[config.mk]
export PLATFORM = sky130hd
export DESIGN_NAME = supply_cmd_fault_reporter
export DESIGN_NICKNAME = d
export VERILOG_FILES = /design/src/hw/fault_pkg.sv /design/src/hw/supply_cmd_fault_reporter.sv /design/src/hw/fault_latch.sv /design/src/hw/health_leds.sv
export SDC_FILE = /design/constraint.sdc
export NUM_CORES = 1
export LEC_CHECK = 0
export ABC_AREA = 1
export BUFFER_PORTS_ARGS = -buffer_cell sky130_fd_sc_hd__buf_2
export CAP_MARGIN = 20
export CORE_MARGIN = 3
export CORE_UTILIZATION = 50
export CTS_BUF_LIST = sky130_fd_sc_hd__clkbuf_16
export DETAILED_ROUTE_END_ITERATION = 6
export PLACE_DENSITY_LB_ADDON = 0.15
export SLEW_MARGIN = 20
export SYNTH_ARGS = -nofsm -noshare
export SYNTH_HDL_FRONTEND = slang
export SYNTH_HIERARCHICAL = 1
export SYNTH_SLANG_ARGS = --single-unit
[constraint.sdc]
create_clock -name clk -period 3.91 [get_ports clk]
set_clock_uncertainty 0.1 [all_clocks]
set_input_delay 0.1955 -clock clk [delete_from_list [all_inputs] [get_ports clk]]
set_output_delay 0.1955 -clock clk [all_outputs]
set_load 0.05 [all_outputs]
[src/hw/fault_pkg.sv]
/*
 * Constants for the supply command fault reporter: fault codes, status
 * bit positions, register offsets and decoder encodings.
 * Assumes a single 200 MHz clock and an APB master driving the registers.
 */
package fault_pkg;

  // ****************************************************************
  // Fault codes
  // ****************************************************************
  localparam logic [3:0] CODE_NONE     = 4'h0;
  localparam logic [3:0] CODE_SYNTAX   = 4'h4;
  localparam logic [3:0] CODE_RANGE    = 4'h5;
  localparam logic [3:0] CODE_SOFTLIM  = 4'h6;
  localparam logic [3:0] CODE_BADLIM   = 4'h7;
  localparam logic [3:0] CODE_NOQUERY  = 4'h8;
  localparam logic [3:0] CODE_OVPLOW   = 4'h9;
  localparam logic [3:0] CODE_SLAVE    = 4'ha;
  localparam logic [3:0] CODE_ILLCAL   = 4'hc;

  // ****************************************************************
  // Status bit positions
  // ****************************************************************
  localparam int FAULT_BIT = 7;
  localparam int STAT_W    = 13;

  // ****************************************************************
  // Command classes delivered by the parser
  // ****************************************************************
  localparam logic [3:0] CMD_NONE   = 4'h0;
  localparam logic [3:0] CMD_VPRG   = 4'h1;
  localparam logic [3:0] CMD_ISET   = 4'h2;
  localparam logic [3:0] CMD_VCEIL  = 4'h3;
  localparam logic [3:0] CMD_ICEIL  = 4'h4;
  localparam logic [3:0] CMD_OVTRIP = 4'h5;
  localparam logic [3:0] CMD_TRIM   = 4'h6;
  localparam logic [3:0] CMD_CAL    = 4'h7;
  localparam logic [3:0] CMD_QUERY  = 4'h8;
  localparam logic [3:0] CMD_READ   = 4'h9;
  localparam logic [3:0] CMD_FQUERY = 4'ha;
  localparam logic [3:0] CMD_RESET  = 4'hb;
  localparam logic [3:0] CMD_OTHER  = 4'hc;

  // ****************************************************************
  // Calibration quantities
  // ****************************************************************
  localparam logic [2:0] CAL_VPROG = 3'h0;
  localparam logic [2:0] CAL_VREAD = 3'h1;
  localparam logic [2:0] CAL_IPROG = 3'h2;
  localparam logic [2:0] CAL_IREAD = 3'h3;
  localparam logic [2:0] CAL_OVP   = 3'h4;

  // ****************************************************************
  // Register map
  // ****************************************************************
  localparam logic [7:0] REG_CMD    = 8'h00;
  localparam logic [7:0] REG_VALUE  = 8'h04;
  localparam logic [7:0] REG_CODE   = 8'h08;
  localparam logic [7:0] REG_STATUS = 8'h0c;
  localparam logic [7:0] REG_LIMITS = 8'h10;
  localparam logic [7:0] REG_EVENT  = 8'h14;
  localparam logic [7:0] REG_LEDS   = 8'h18;
  localparam logic [7:0] REG_CALCNT = 8'h1c;

  // REG_CMD fields.
  localparam int CMDF_LSB  = 0;
  localparam int CALQ_LSB  = 4;
  localparam int ARGON_BIT = 7;
  localparam int GO_BIT    = 8;

  // REG_EVENT bits.
  localparam int EV_BADCHAR = 0;
  localparam int EV_BADNUM  = 1;
  localparam int EV_BADSTR  = 2;
  localparam int EV_SYNTAX  = 3;
  localparam int EV_SLAVE   = 4;
  localparam int EV_BUSTO   = 5;
  localparam int EV_MRST    = 6;
  localparam int EV_SRST    = 7;

  // Reset values.
  localparam logic [15:0] VCAP_RST = 16'hffff;
  localparam logic [15:0] IMAX_RST = 16'hffff;
  localparam logic [15:0] OVP_RST  = 16'hffff;

  // ****************************************************************
  // Helpers
  // ****************************************************************
  function automatic logic [31:0] word_of(input logic [15:0] v);
    word_of = {16'h0000, v};
  endfunction : word_of

endpackage : fault_pkg

[src/hw/supply_cmd_fault_reporter.sv]
/*
 * Fault classification and diagnostic indication for the serial
 * command path of a programmable supply, reached over APB.
 * Assumes the parser upstream writes decoded commands into REG_CMD.
 */
// Chosen here: register access over APB and the register offsets.
`timescale 1ns/10ps
`default_nettype none
module supply_cmd_fault_reporter
  import fault_pkg::*;
(
  input  wire logic        clk,
  input  wire logic        rst,
  input  wire logic        psel,
  input  wire logic        penable,
  input  wire logic        pwrite,
  input  wire logic [7:0]  paddr,
  input  wire logic [31:0] pwdata,
  output var  logic [31:0] prdata,
  output var  logic        pready,
  output var  logic        pslverr,
  output var  logic        fault_led,
  output var  logic        trim_mode,
  output var  logic [2:0]  diag_leds,
  output var  logic [3:0]  fault_code
);

  // ****************************************************************
  // Bus decode
  // ****************************************************************
  logic        wr;
  logic        rd;
  logic        mapped;
  logic [15:0] value;
  logic [15:0] vcap;
  logic [15:0] imax;
  logic [15:0] ovp;
  logic [15:0] vout;
  logic [15:0] iout;
  logic [12:0] accum;
  logic [4:0]  cal_done;
  logic        query_seen;
  logic        cmd_go;
  logic [3:0]  cmd;
  logic [2:0]  calq;
  logic        arg_on;
  logic        flt_set;
  logic [3:0]  flt_code;
  logic        fq;
  logic [3:0]  code_q;
  logic        flag_q;
  logic [2:0]  leds_q;
  logic [7:0]  ev;

  assign wr = psel && penable && pwrite && pready;
  assign rd = psel && penable && !pwrite && pready;

  always_comb begin
    unique case (paddr)
      REG_CMD, REG_VALUE, REG_CODE, REG_STATUS,
      REG_LIMITS, REG_EVENT, REG_LEDS, REG_CALCNT: mapped = 1'b1;
      default: mapped = 1'b0;
    endcase
  end

  assign cmd_go = wr && paddr == REG_CMD && pwdata[GO_BIT];
  assign cmd    = cmd_go ? pwdata[CMDF_LSB +: 4] : CMD_NONE;
  assign calq   = pwdata[CALQ_LSB +: 3];
  assign arg_on = pwdata[ARGON_BIT];
  assign ev     = (wr && paddr == REG_EVENT) ? pwdata[7:0] : 8'h00;
  assign fq     = cmd == CMD_FQUERY;

  // ****************************************************************
  // Fault classification
  // ****************************************************************
  always_comb begin
    flt_set  = 1'b0;
    flt_code = CODE_NONE;
    if (ev[EV_BADCHAR] || ev[EV_BADNUM] || ev[EV_BADSTR] || ev[EV_SYNTAX]) begin
      flt_set  = 1'b1;
      flt_code = CODE_SYNTAX;
    end else if (ev[EV_SLAVE]) begin
      flt_set  = 1'b1;
      flt_code = CODE_SLAVE;
    end else begin
      unique case (cmd)
        CMD_VPRG: begin
          if (value > vcap) begin
            flt_set  = 1'b1;
            flt_code = CODE_SOFTLIM;
          end
        end
        CMD_ISET: begin
          if (value > imax) begin
            flt_set  = 1'b1;
            flt_code = CODE_SOFTLIM;
          end
        end
        CMD_VCEIL: begin
          if (value < vout) begin
            flt_set  = 1'b1;
            flt_code = CODE_BADLIM;
          end
        end
        CMD_ICEIL: begin
          if (value < iout) begin
            flt_set  = 1'b1;
            flt_code = CODE_BADLIM;
          end
        end
        CMD_OVTRIP: begin
          if (value < vout) begin
            flt_set  = 1'b1;
            flt_code = CODE_OVPLOW;
          end
        end
        CMD_CAL: begin
          if (!trim_mode) begin
            flt_set  = 1'b1;
            flt_code = CODE_ILLCAL;
          end else if (calq > CAL_OVP) begin
            flt_set  = 1'b1;
            flt_code = CODE_RANGE;
          end
        end
        CMD_READ: begin
          if (!query_seen) begin
            flt_set  = 1'b1;
            flt_code = CODE_NOQUERY;
          end
        end
        CMD_NONE, CMD_TRIM, CMD_QUERY, CMD_FQUERY, CMD_RESET: ;
        default: begin
          flt_set  = cmd_go;
          flt_code = CODE_SYNTAX;
        end
      endcase
    end
  end

  fault_latch u_latch (
    .clk     (clk),
    .rst     (rst),
    .set     (flt_set),
    .code_in (flt_code),
    .query   (fq),
    .code    (code_q),
    .flag    (flag_q)
  );

  health_leds u_leds (
    .clk            (clk),
    .rst            (rst),
    .bus_timeout    (ev[EV_BUSTO]),
    .master_restart (ev[EV_MRST]),
    .slave_restart  (ev[EV_SRST]),
    .reset_cmd      (cmd == CMD_RESET),
    .leds           (leds_q)
  );

  // ****************************************************************
  // Settings held by the device
  // ****************************************************************
  always_ff @(posedge clk) begin
    if (rst) begin
      value <= 16'h0000;
    end else if (wr && paddr == REG_VALUE) begin
      value <= pwdata[15:0];
    end
  end

  // A violating command is ignored and leaves settings untouched.
  always_ff @(posedge clk) begin
    if (rst) begin
      vcap <= VCAP_RST;
      imax <= IMAX_RST;
      ovp  <= OVP_RST;
      vout <= 16'h0000;
      iout <= 16'h0000;
    end else if (!flt_set) begin
      if (cmd == CMD_VCEIL)  vcap <= value;
      if (cmd == CMD_ICEIL)  imax <= value;
      if (cmd == CMD_OVTRIP) ovp  <= value;
      if (cmd == CMD_VPRG)   vout <= value;
      if (cmd == CMD_ISET)   iout <= value;
    end
  end

  always_ff @(posedge clk) begin
    if (rst) begin
      trim_mode <= 1'b0;
    end else if (cmd == CMD_TRIM) begin
      trim_mode <= arg_on;
    end
  end

  always_ff @(posedge clk) begin
    if (rst) begin
      cal_done <= 5'h00;
    end else if (cmd == CMD_CAL && !flt_set) begin
      cal_done[calq] <= 1'b1;
    end
  end

  always_ff @(posedge clk) begin
    if (rst) begin
      query_seen <= 1'b0;
    end else if (cmd == CMD_QUERY) begin
      query_seen <= 1'b1;
    end else if (cmd == CMD_READ) begin
      query_seen <= 1'b0;
    end
  end

  // Accumulated status: the fault bit follows the latch's flag.
  always_ff @(posedge clk) begin
    if (rst) begin
      accum <= '0;
    end else begin
      accum <= '0;
      accum[FAULT_BIT] <= flt_set || (flag_q && !fq);
    end
  end

  // ****************************************************************
  // Outputs
  // ****************************************************************
  always_ff @(posedge clk) begin
    if (rst) begin
      fault_led  <= 1'b0;
      diag_leds  <= 3'h0;
      fault_code <= CODE_NONE;
    end else begin
      fault_led  <= flag_q;
      diag_leds  <= leds_q;
      fault_code <= code_q;
    end
  end

  // One-wait slave: ready pulses in the second access-phase cycle.
  always_ff @(posedge clk) begin
    if (rst) begin
      pready  <= 1'b0;
      pslverr <= 1'b0;
      prdata  <= 32'h0000_0000;
    end else begin
      pready  <= psel && penable && !pready;
      pslverr <= psel && penable && !pready && !mapped;
      prdata  <= 32'h0000_0000;
      if (psel && penable && !pready && !pwrite) begin
        unique case (paddr)
          REG_VALUE:  prdata <= word_of(value);
          REG_CODE:   prdata <= {28'h0, code_q};
          REG_STATUS: prdata <= {17'h0, trim_mode, query_seen,
                                 accum};
          REG_LIMITS: prdata <= {vcap, ovp};
          REG_LEDS:   prdata <= {29'h0, leds_q};
          REG_CALCNT: prdata <= {27'h0, cal_done};
          default:    prdata <= 32'h0000_0000;
        endcase
      end
    end
  end

  // ****************************************************************
  // Checks
  // ****************************************************************
  AST_QUERY_CLEARS: assert property (@(posedge clk) disable iff (rst)
    fq && !flt_set |=> !flag_q && code_q == CODE_NONE)
    else $error("Fault query did not clear the flag.");

  AST_BADCHAR_CODE: assert property (@(posedge clk) disable iff (rst)
    ev[EV_BADCHAR] |=> code_q == CODE_SYNTAX)
    else $error("Bad character did not record code 4.");

  AST_SOFTLIM: assert property (@(posedge clk) disable iff (rst)
    cmd == CMD_VPRG && value > vcap && ev[4:0] == 5'h0
    |=> code_q == CODE_SOFTLIM && vout == $past(vout))
    else $error("Soft ceiling violation not handled.");

  AST_BADLIM: assert property (@(posedge clk) disable iff (rst)
    cmd == CMD_VCEIL && value < vout && ev[4:0] == 5'h0
    |=> code_q == CODE_BADLIM)
    else $error("Low ceiling not recorded as code 7.");

  AST_NOQUERY: assert property (@(posedge clk) disable iff (rst)
    cmd == CMD_READ && !query_seen && ev[4:0] == 5'h0
    |=> code_q == CODE_NOQUERY)
    else $error("Read without query not recorded.");

  AST_OVPLOW: assert property (@(posedge clk) disable iff (rst)
    cmd == CMD_OVTRIP && value < vout && ev[4:0] == 5'h0
    |=> code_q == CODE_OVPLOW)
    else $error("Low trip value not recorded as code 9.");

  AST_SLAVE: assert property (@(posedge clk) disable iff (rst)
    ev[EV_SLAVE] && ev[3:0] == 4'h0 |=> code_q == CODE_SLAVE)
    else $error("Silent slave not recorded as code 10.");

  AST_ILLCAL: assert property (@(posedge clk) disable iff (rst)
    cmd == CMD_CAL && !trim_mode && ev[4:0] == 5'h0
    |=> code_q == CODE_ILLCAL ##1 fault_code == CODE_ILLCAL)
    else $error("Calibration outside trim mode not rejected.");

  AST_FLAG_BIT: assert property (@(posedge clk) disable iff (rst)
    flt_set |=> accum[FAULT_BIT])
    else $error("Fault flag missing from status bit 7.");

  COV_QUERY: cover property (@(posedge clk) disable iff (rst)
    flag_q ##1 fq);
  COV_CAL: cover property (@(posedge clk) disable iff (rst)
    trim_mode && cmd == CMD_CAL);
  COV_LEDS: cover property (@(posedge clk) disable iff (rst)
    leds_q == 3'h7 ##1 cmd == CMD_RESET);

endmodule : supply_cmd_fault_reporter
`default_nettype wire

[src/hw/fault_latch.sv]
/*
 * Holds the latest fault code and the fault flag.
 * Assumes at most one new code per cycle from the checker.
 */
`timescale 1ns/10ps
`default_nettype none
module fault_latch
  import fault_pkg::*;
(
  input  wire logic       clk,
  input  wire logic       rst,
  input  wire logic       set,
  input  wire logic [3:0] code_in,
  input  wire logic       query,
  output var  logic [3:0] code,
  output var  logic       flag
);

  // Set wins over the query clear.
  always_ff @(posedge clk) begin
    if (rst) begin
      code <= CODE_NONE;
      flag <= 1'b0;
    end else if (set) begin
      code <= code_in;
      flag <= 1'b1;
    end else if (query) begin
      code <= CODE_NONE;
      flag <= 1'b0;
    end
  end

  AST_HOLD_UNTIL_READ: assert property (@(posedge clk) disable iff (rst)
    !set && !query |=> code == $past(code))
    else $error("Fault code changed without cause.");

endmodule : fault_latch
`default_nettype wire

[src/hw/health_leds.sv]
/*
 * Three diagnostic indicators for health monitor recovery events.
 * Assumes event inputs are single-cycle pulses.
 */
`timescale 1ns/10ps
`default_nettype none
module health_leds (
  input  wire logic       clk,
  input  wire logic       rst,
  input  wire logic       bus_timeout,
  input  wire logic       master_restart,
  input  wire logic       slave_restart,
  input  wire logic       reset_cmd,
  output var  logic [2:0] leds
);

  logic [2:0] ev;
  assign ev = {slave_restart, master_restart, bus_timeout};

  // Each lamp is sticky; a new event beats the reset command.
  always_ff @(posedge clk) begin
    if (rst) begin
      leds <= 3'h0;
    end else begin
      leds <= ev | (reset_cmd ? 3'h0 : leds);
    end
  end

  AST_LED_CLEAR: assert property (@(posedge clk) disable iff (rst)
    reset_cmd && ev == 3'h0 |=> leds == 3'h0)
    else $error("Indicators not cleared by reset command.");

  AST_GREEN_ON: assert property (@(posedge clk) disable iff (rst)
    bus_timeout |=> leds[0])
    else $error("Green indicator missed bus timeout recovery.");

endmodule : health_leds
`default_nettype wire

Word level (Yosys, flattened, before mapping):

Memory sizes are Yosys's and may differ from the RTL's.
Cells that the tools add are included.

* memories kept: 1
* bits in read-only memories: 32
* input bits: 45
* word-level logic and storage cells: 119
* register bits: 166
* output and inout port bits: 43

Memory list
* (name not given): words 32, bits a word 1, read ports 1, clocked after Yosys merged registers in 0, wr ports 0, line supply_cmd_fault_reporter.sv:59 `unique case (paddr)`

* equality and inequality tests: 18
* mux-type cells: 34
* bitwise logic cells: 4
* magnitude comparators: 7
* reduce and logical (&&, ||, !) cells: 35

Operators with widths (number)
* 32-bit case mux with 6 select lines: 1
* 8-bit by 5-bit equality test with 1-bit output (second input constant): 4
* 16-bit greater-than comparator: 2
* 16-bit < comparator: 2
* 4-bit two-way mux: 8
* 4-bit case mux with 8 select lines: 1
* 3-bit two-way mux: 6
* 4-bit by 3-bit equality test with 1-bit output (second input constant): 4
* 4-bit equality test (second input constant): 4
* 8-bit by 4-bit equality test with 1-bit output (second input constant): 2
* 1-bit two-way mux: 15
* 1-bit logical AND: 13
* 2-bit AND reduction: 5
* 4-bit by 2-bit equality test with 1-bit output (second input constant): 2
* 8-bit by 3-bit equality test with 1-bit output (second input constant): 1
* 8-bit logical NOT: 1
* 8-bit two-way mux: 1
* 1-bit case mux with 7 select lines: 1
* 1-bit logical NOT: 5
* 5-bit OR: 1
* 5-bit OR reduction: 1
* 4-bit by 1-bit equality test with 1-bit output (second input constant): 1
* 4-bit logical NOT: 1
* 1-bit logical OR: 4
* 9 further kinds: 12

Longest topological paths before layout:

Gate-level depths: netlist (run 1).

* depth after elaboration: 13
* mapped depth: 19
* mapped depth without buffers: 18

Modules after synthesis:

The synthesis (run 1) kept the hierarchy.

By module, submodules not included
* supply_cmd_fault_reporter: cells each 1039, area an instance 7602.3 sq um, instances 1
* fault_latch: cells each 21, area an instance 168.9 sq um, instances 1
* health_leds: cells each 13, area an instance 101.3 sq um, instances 1

Least setup slack after synthesis (run 1):

No wires, ideal clock.

* kind: register to register
* start point: register pready
* end point: register u_latch.code[0]
* path slack: 1.404 ns
* arrival time: 2.290 ns
* cell stages (with the launch flop): 18
* buffers on the path: 2
* data required time: 3.694 ns
* path through: dfxtp_1 nand2_1 inv_2 nand2_1 nor2_2 nand3_1 nor2_2 nand2_1 nor2_2 nor2_2 nand2_2 nor2_8 buf_6 buf_4 inv_1 nor2_2 nand2_1 a21oi_1

* cells in the longest elaborated chain, start to end: 10
* elaborated cells between the ends (all ways): 31

RTL lines
* from (decl): line supply_cmd_fault_reporter.sv:20 `output var logic pready,`
* from (signal assigned): line supply_cmd_fault_reporter.sv:247 `pready <= psel && penable && !pready;`
* 1-bit logical AND (*): line supply_cmd_fault_reporter.sv:55 `assign wr = psel && penable && pwrite && pready;`
* 1-bit logical AND (2 in series): line supply_cmd_fault_reporter.sv:66 `assign cmd_go = wr && paddr == REG_CMD && pwdata[GO_BIT];`
* 4-bit two-way mux: line supply_cmd_fault_reporter.sv:67 `assign cmd = cmd_go ? pwdata[CMDF_LSB +: 4] : CMD_NONE;`
* 4-bit equality test (tied with other cells): line supply_cmd_fault_reporter.sv:86 `unique case (cmd)`
* 5-bit OR reduction or 2-bit OR reduction (tied branches)
* 1-bit case mux with 7 select lines: line supply_cmd_fault_reporter.sv:86
* 1-bit two-way mux: line supply_cmd_fault_reporter.sv:82 `end else if (ev[EV_SLAVE]) begin`
* 1-bit two-way mux (*): line supply_cmd_fault_reporter.sv:79 `if (ev[EV_BADCHAR] || ev[EV_BADNUM] || ev[EV_BADSTR] || ev[EV_SYNTAX]) begin`
* net flt_set: line supply_cmd_fault_reporter.sv:47 `logic flt_set;`
* 4-bit two-way mux or 2-bit nonzero test (tied branches)
* to (signal assigned): line fault_latch.sv:25 `code <= code_in;`
* to (decl): line fault_latch.sv:15 `output var logic [3:0] code,`

The timed path passes the listed nets; every way through them passes the cells marked *.
A chain may end at the register's enable or synchronous reset.

Worst setup path after layout (run 1):

* start point: register value[9]
* end point: register vout[1]

* cells in the longest elaborated chain, start to end: 7
* elaborated cells between the ends (all ways): 13

RTL lines
* from (decl): line supply_cmd_fault_reporter.sv:34 `logic [15:0] value;`
* from (signal assigned): line supply_cmd_fault_reporter.sv:168 `value <= pwdata[15:0];`
* 16-bit < comparator (tied with other cells): line supply_cmd_fault_reporter.sv:100, supply_cmd_fault_reporter.sv:112
* 1-bit two-way mux (on tied branches)
* 1-bit case mux with 7 select lines (*): line supply_cmd_fault_reporter.sv:86
* 1-bit two-way mux (*): line supply_cmd_fault_reporter.sv:82
* 1-bit two-way mux (*): line supply_cmd_fault_reporter.sv:79
* 1-bit NOT (no line) (*)
* 2-bit AND reduction (no line) (*)
* to (signal assigned): line supply_cmd_fault_reporter.sv:184 `if (cmd == CMD_VPRG) vout <= value;`
* to (decl): line supply_cmd_fault_reporter.sv:38 `logic [15:0] vout;`

Every way passes the cells marked *; elsewhere a longest branch is shown, timed or not.

==> results of run 1 <==
[cells by family after synthesis]
family | synth area share
AND/OR/NAND/NOR | 0.307
buffers and inverters | 0.106
flip-flops | 0.392
AO/OA/AOI/OAI | 0.0962
adder cells (fa/ha/maj) | 0.0985
[power breakdown]
part	switching, uW	leakage [uW]	internal, uW	total [uW]
Sequential	0.387	0.00124	1570	1570
Combinational	65.5	0.00298	31.6	97.1
Clock	730	0.000279	900	1630
[state kept, by name, indices dropped and copies added, names as in the netlist]
signal and flops:
prdata 32, imax 16, iout 16, ovp 16, value 16, vcap 16
vout 16, cal_done 5, fault_code 4, u_latch/code 4, diag_leds 3, u_leds/leds 3
accum 1, fault_led 1, pready 1, pslverr 1, query_seen 1, trim_mode 1
u_latch/flag 1
[layout by cell type, fill, tap and decap left out, drive strengths merged]
| cell | n |
|---|---|
| nor4 | 3 |
| a21oi | 84 |
| o211ai | 1 |
| o21ai | 18 |
| clkinv | 2 |
| o221ai | 3 |
| nand2 | 206 |
| a221oi | 3 |
| a21o | 1 |
| nor3 | 33 |
| buf | 91 |
| clkinvlp | 2 |
| nor2 | 112 |
| a41oi | 1 |
| o21bai | 3 |
| o21a | 4 |
| a211oi | 10 |
| and2 | 1 |
| dlygate4sd3 | 13 |
| bufinv | 1 |
| nand3 | 158 |
| o2bb2ai | 1 |
| clkbuf | 17 |
| inv | 161 |
| nor3b | 2 |
| ha | 62 |
| dfxtp | 154 |
| nand4 | 11 |
| o31ai | 2 |
| o22ai | 3 |
[area by class of cell]
cell class                      count  area [um^2]  share of cell area
Clock buffer                       17          425              0.0468
Multi-Input combinational cell    722         3960               0.436
Inverter                          151          567              0.0624
Tap cell                          211          264              0.0291
Clock inverter                     15          153              0.0168
Sequential cell                   154         3080               0.339
Timing Repair Buffer              104          636              0.0700
[repair_timing]
item | CTS | global route
hold buffers | 13 | 0
hold endpoints to repair | 11 | 0
setup endpoints to repair | 0 | 0
resized for setup | 0 | 0
[metal layers]
metal,share of wire,vias to the layer above,global-route usage
li1,-,3664,-
met1,0.47,3258,0.318
met2,0.46,173,0.372
met3,0.045,28,0.0482
met4,0.020,0,0.0817
met5,0,-,0
[path summary, 6_finish.rpt]
check	from	end	slack [ns]	depth (start not counted)
max	value[9]	vout[1]	0.88	14
min	penable	pready	0.01	5
max reg2reg	value[9]	vout[1]	0.88	14
min reg2reg	vcap[1]	vcap[1]	0.35	2
[per-stage QoR]
step | instances | cell area [um^2] | total power [uW] | worst slack, ns
6_report | 1374 | 9080 | 3300 | 0.875
5_1_grt | 1374 | 9080 | 3410 | 0.685
4_1_cts | 1374 | 9080 | 3320 | 0.934
3_5_place_dp | 1329 | 8380 | 1690 | 0.944
3_3_place_gp | 1329 | 8380 | 1690 | 0.945
2_1_floorplan | 1073 | 7870 | 1660 | 1.40
[worst max-delay path, cell delays in order (launching register included)]
cell                       delay, ns
sky130_fd_sc_hd__dfxtp_1        0.67
sky130_fd_sc_hd__ha_1           0.34
sky130_fd_sc_hd__nand2_1        0.06
sky130_fd_sc_hd__inv_1          0.03
sky130_fd_sc_hd__o21bai_1       0.14
sky130_fd_sc_hd__a21oi_1        0.08
sky130_fd_sc_hd__nor2_1         0.16
sky130_fd_sc_hd__nand2_1        0.11
sky130_fd_sc_hd__nand2_1        0.10
sky130_fd_sc_hd__nand3_2        0.15
sky130_fd_sc_hd__nor2_8         0.31
sky130_fd_sc_hd__buf_4          0.40
sky130_fd_sc_hd__nand3_1        0.11
sky130_fd_sc_hd__nand2_1        0.08
sky130_fd_sc_hd__nor2_1         0.04
==> results.txt, run 1 <==
- Across the run, the number of max-cap violations was 0.
- Once the clock tree was built, the setup fixing pass inserted 0 buffers.
- Post-layout utilization of the core: 0.593
- The first global-routing pass estimated 33100 um of wire.
* Detailed-route wire length: 20000 um
- Die Y: 131 um
- In this run the power density over the cells is 363 nW/um^2.
- # setup viols final: 0
* Final weighted congestion in routability-driven placement: 0.913
* CP Data Required Time: 4.13 ns
* Core Area: 15300 um^2
- The initial utilization of the core area, before any placement, comes to 0.514.
- Counting instances in the post-synthesis netlist gives the leading cell types as sky130_fd_sc_hd__nand2_1, sky130_fd_sc_hd__dfxtp_1, sky130_fd_sc_hd__nand3_1.
* Post-synthesis async set-or-reset flop share: 0
* Post-Synthesis Cells: 1073
* Post-DP HPWL: 14100 um
- Die Span X: 131 um
- The number of global-route vias before repair is 6620.
* Result of the run: completed
- For this run, the total global-route usage over all layers was measured as 0.235.
- Residual DRC count: 0
- Of the post-synthesis cell area, the dominant cell type holds 0.392.
- Type of element launching the critical path: flop
* Crit Path Class: reg2reg
* Antenna violations before repair: 0
- Count of warnings emitted by yosys: 6
* Later-pin clock latency in the skew report: 0.43 ns
- In this run the number of H-tree levels came out at 4.
- Dividing the final minimum period by the clock period gives 0.776.
* Number of buffers between clock root and the deepest sink: 2
* Clock sink total: 154
- Along the worst path, the maximum fanout reaches 33.
* Top_reg_cell synth: sky130_fd_sc_hd__dfxtp_1
* Final number of hold-violating endpoints: 0
- The most common cell in the synthesized netlist is sky130_fd_sc_hd__nand2_1.
- Number of max-slew violations in the final report: 0
* Row cnt: 45
- Slew HR: 0.340
- Clock Tree Root: sky130_fd_sc_hd__clkbuf_16
- Synth-to-layout area growth: 15.4%
- Inserted Clock Buffers: 17
* Minimum period implied by the final worst setup slack: 3.03 ns
- After clock tree synthesis, the clock-pin slew on the worst setup and hold paths is 0.07 ns.
* Largest net degree at the start of global routing: 57
- Tightest hold margin: 0.0128 ns
- Synth Net Count: 1180
* Number of nets at the end of the flow: 1257
- Post-synthesis instance area: 7870 um^2
- Flip-flop and latch count after synthesis: 154
- The average instance in the mapped netlist occupies 7.34 um^2.
- Peak VDD IR: 0.297 mV
- The count of buffers added on input and output ports is 71.
- The layout has 1501 filler cells.
* Average wire length per cell after detail routing: 14.6 um
* Worst slew pin tran: 0.990 ns
- The detail route stage leaves a number of antenna-violating nets equal to 0.
- In this run the static leakage power is 0.00450 uW.
- In this run, the number of DRC markers left after iteration 0 of detailed routing was 503.
- Die Footprint: 17300 um^2
- RSZ-0062 raised after global routing: no
- Antenna diode count: 0
* Vias per inst: 5.18
- Synth area leader: sky130_fd_sc_hd__dfxtp_1
- Before antenna repair, the detailed router went through 5 iterations.
- Ratio of cells with drive above 1 in the final layout: 0.140
- Sorting the synthesized cells by area gives the leading types as sky130_fd_sc_hd__dfxtp_1, sky130_fd_sc_hd__ha_1, sky130_fd_sc_hd__nand3_1.
* Unique masters post-synth: 39
- The routed layout has 7123 vias.
- Type of the worst min-delay path: in2reg
- Data arrives at the worst endpoint at 3.26 ns.
- In this run the count of I/O pins placed on the die edge is 88.
* Crit path capture type: flop
* TritonCTS clock tree: yes
* Portion of the post-synthesis area used by sequential elements: 0.392
- Setup TNS: 0 ns
* GRT Residual Overflow: 0
- Highest clock rate: 330 MHz
* Post-synth EDFFs: 0
No activity file was read; power rests on OpenSTA's default activity.
==> run 2, diff against run 1 <==
- ABC_AREA: 1 -> 0
- clock period: 3.91 -> 2.5 ns (I/O delays scaled with it)
==> run 2 against run 1 <==
The flow now finishes with violations (negative setup slack). Sequential cell count did not move. Critical endpoint is now vout[9]. Global-route usage rose by 3.7 points. Non-clock buffer count rose by 111. Largest power group unchanged.
==> results.txt, run 2 <==
- The design draws 5250 uW.
- From bottom edge to top edge, the die measures 128 um.
- Residual DRC count: 0
- Clock-pin slew was measured on the worst setup and hold paths at 0.06 ns.
- Entering global routing, the biggest net connects 133 pins.
- Global-route wire length before repair: 35200 um
- After layout, the worst setup slack is -0.202 ns.
* Detailed router's first-iteration violation count: 696
- The clock drives 154 sinks.
* Area share of the largest cell type after synthesis: 0.415
- Worst path bufs/invs: 3
* Crit Path Class: reg2reg
- Post-route cell area: 10500 um^2
- Highest metal layer with signal wires: met4
- The worst path in the final design needs a cycle of 2.70 ns, including I/O delays and setup.
- Slew HR: 0.439
- Core Area: 14200 um^2
- For this design the ratio of total power to cell area is 501 nW/um^2.
* CP max-delay cell: sky130_fd_sc_hd__or4b_4
- The critical path runs through a total of 11 cells.
* Die Footprint: 16300 um^2
- The synthesized design spends more area on one cell type than any other, namely sky130_fd_sc_hd__dfxtp_1.
* I/O pins: 88
- The number of antenna diodes in the final layout is 0.
- Total number of vias: 7032
- Critical Path, Cell by Cell: inv_1 -> ha_4 -> a21o_1 -> nand3_1 -> a211oi_2 -> or4b_4 -> a221oi_4 -> buf_4 -> buf_12 -> mux2i_2 -> nor2_1
* Post-synthesis instance area: 7420 um^2
- Antenna violations before repair: 0
- Row cnt: 43
- Tightest hold margin: 0.145 ns
* Post-layout utilization of the core: 0.739
- Of the available clock period, the critical path in the final layout requires 1.08.
- STA classifies the critical path endpoint as a flop.
- Setup violations remaining at the end of the flow were counted as 71.
- The count of nets left with antenna violations once routing finished came out at 0.
- The share of the Yosys chip area taken by registers is 0.415.
* Flip-flop and latch count after synthesis: 154
* Total Routing Usage GR: 0.271
- TritonCTS clock tree: yes
* Ratio of cells with drive above 1 in the final layout: 0.328
* Delay of the slowest cell on the worst path: 0.60 ns
- Setup total negative slack on the finished layout was measured at -6.18 ns.
- Die Span X: 128 um
- For this run the aggregate overflow at the end of global routing stands at 0.
- The placed instances occupy a cell area of 8680 um^2.
- Clock Tree Root: sky130_fd_sc_hd__clkbuf_16
- Violations in the final reports: negative setup slack
- The number of global-route vias before repair came to 6974.
- Detailed-route wire length: 22900 um
* Vias per inst: 5.66
- Setup repair after global routing could not meet its margin everywhere.
* Synth Net Count: 963
- After legalization and detailed placement, the total HPWL measured 14800 um.
* Peak VDD IR: 0.422 mV
* Synth-to-layout area growth: 41.4%
- Count of warnings emitted by yosys: 6
* Post-synthesis async set-or-reset flop share: 0
* Family with the most delay on the worst path: simple AND/OR/NAND/NOR gates
* Number of buffers between clock root and the deepest sink: 2
* Average wire length per cell after detail routing: 18.5 um
* CP Data Required Time: 2.70 ns
* Unique masters post-synth: 60
- Top_reg_cell synth: sky130_fd_sc_hd__dfxtp_1
- Number of nets at the end of the flow: 1157
* Commonest non-fill, non-tap cells in the layout: sky130_fd_sc_hd__dfxtp_1, sky130_fd_sc_hd__nor2_1, sky130_fd_sc_hd__buf_4
* # port buffers: 71
- Post-Synthesis Cells: 856
- Depth of the worst hold-timing path: 4
- Number of max-slew violations in the final report: 0
- Reg2reg setup slack: -0.20 ns
- Met3 wire len: 1420 um
- Average cell area after synthesis: 8.67 um^2
- Initial standard-cell utilization of the core: 0.522
- The tool flagged a number of max-cap violations equal to 0.
- Routed length on met2: 11300 um
- Worst slew pin tran: 0.841 ns
- Dominant cells by area after synthesis: sky130_fd_sc_hd__dfxtp_1, sky130_fd_sc_hd__ha_1, sky130_fd_sc_hd__mux2i_1
- The worst hold path belongs to the class in2reg.
- Number of iterations in the first detailed-routing pass: 6
* Worst reg-to-reg path cell count: 11
* Post-synth EDFFs: 0
- For the worst-skew pair, the clock arrives at the later sink with an insertion delay of 0.43 ns.
- Based on the critical path, the design can be clocked at up to 370 MHz.
- For the worst setup path, the data arrival time is 2.90 ns.
- Leakage power figure: 0.00474 uW
- The register with the most flip-flops in the layout has 32 of them.
* Final weighted congestion in routability-driven placement: 0.904
- The H-tree was split into 4 levels.
- Cell with the most instances after synthesis: sky130_fd_sc_hd__dfxtp_1
- Most common cell after layout, fill and taps aside: sky130_fd_sc_hd__dfxtp_1
- After detailed routing, the wire length on met1 is 9770 um.
* Inserted Clock Buffers: 17
* Largest Register: prdata
* Critical Path Fanout Max: 8
- Counting instances in the post-synthesis netlist gives the leading cell types as sky130_fd_sc_hd__dfxtp_1, sky130_fd_sc_hd__nor2_1, sky130_fd_sc_hd__nand2_1.
- The number of hold violations in the final report is 0.
- Result of the run: finished, violations left
* Type of element launching the critical path: flop
[run 2: report_power, final]
group,total [uW],internal [uW],switching (uW)
combinational,167,60.2,106
clock,2640,1570,1070
sequential,2450,2440,0.623
total,5250,4080,1180
[run 2: path summary, 6_finish.rpt]
kind                    start          end
setup / recovery      vcap[5]      vout[9]
hold / removal         pwrite   prdata[18]
hold reg to reg   cal_done[1]  cal_done[1]
setup reg to reg      vcap[5]      vout[9]
[run 2: what timing repair did]
action | 4_1_cts | 5_1_grt
hold buffers | 21 | 0
resized for setup | 80 | 56
buffers inserted | 15 | 12
cloned | 4 | 2
setup endpoints to repair | 90 | 91
pin swaps | 28 | 39
endpoints found under the hold margin | 23 | 0
[run 2: worst register-to-register path, cell delays in order (launching register included)]
cell                       delay (ns)
sky130_fd_sc_hd__dfxtp_2         0.33
sky130_fd_sc_hd__inv_1           0.06
sky130_fd_sc_hd__ha_4            0.21
sky130_fd_sc_hd__a21o_1          0.16
sky130_fd_sc_hd__nand3_1         0.11
sky130_fd_sc_hd__a211oi_2        0.08
sky130_fd_sc_hd__or4b_4          0.60
sky130_fd_sc_hd__a221oi_4        0.32
sky130_fd_sc_hd__buf_4           0.17
sky130_fd_sc_hd__buf_12          0.14
sky130_fd_sc_hd__mux2i_2         0.22
sky130_fd_sc_hd__nor2_1          0.07
[run 2: cell families after synthesis]
family                   after synthesis  share of synthesized area
buffers and inverters                112                     0.0610
flip-flops                           154                      0.415
AND/OR/NAND/NOR                      317                      0.207
adder cells (fa/ha/maj)               62                      0.105
multiplexers                          50                     0.0674
XOR/XNOR                               1                    0.00118
AO/OA/AOI/OAI                        160                      0.143
[run 2: metrics by stage]
stage | cells | worst slack [ns]
floorplan | 856 | -0.136
global placement | 1158 | -0.241
detailed placement | 1159 | -0.287
CTS | 1230 | -0.173
global route | 1242 | -0.328
finish | 1242 | -0.202
[run 2: routing by layer]
metal	up-vias	global-route usage
met5	-	0
met4	0	0.0936
met3	44	0.0521
met2	252	0.465
met1	3371	0.342
li1	3365	-
[run 2: layout make-up]
type                       instances  area, um^2
clock buffer                      17         425
clock inverter                    14         171
fill                            1019        3710
inverter                          72         270
multi-input combinational        590        4510
sequential                       154        3140
tap                              180         225
timing repair buffer             215        1750
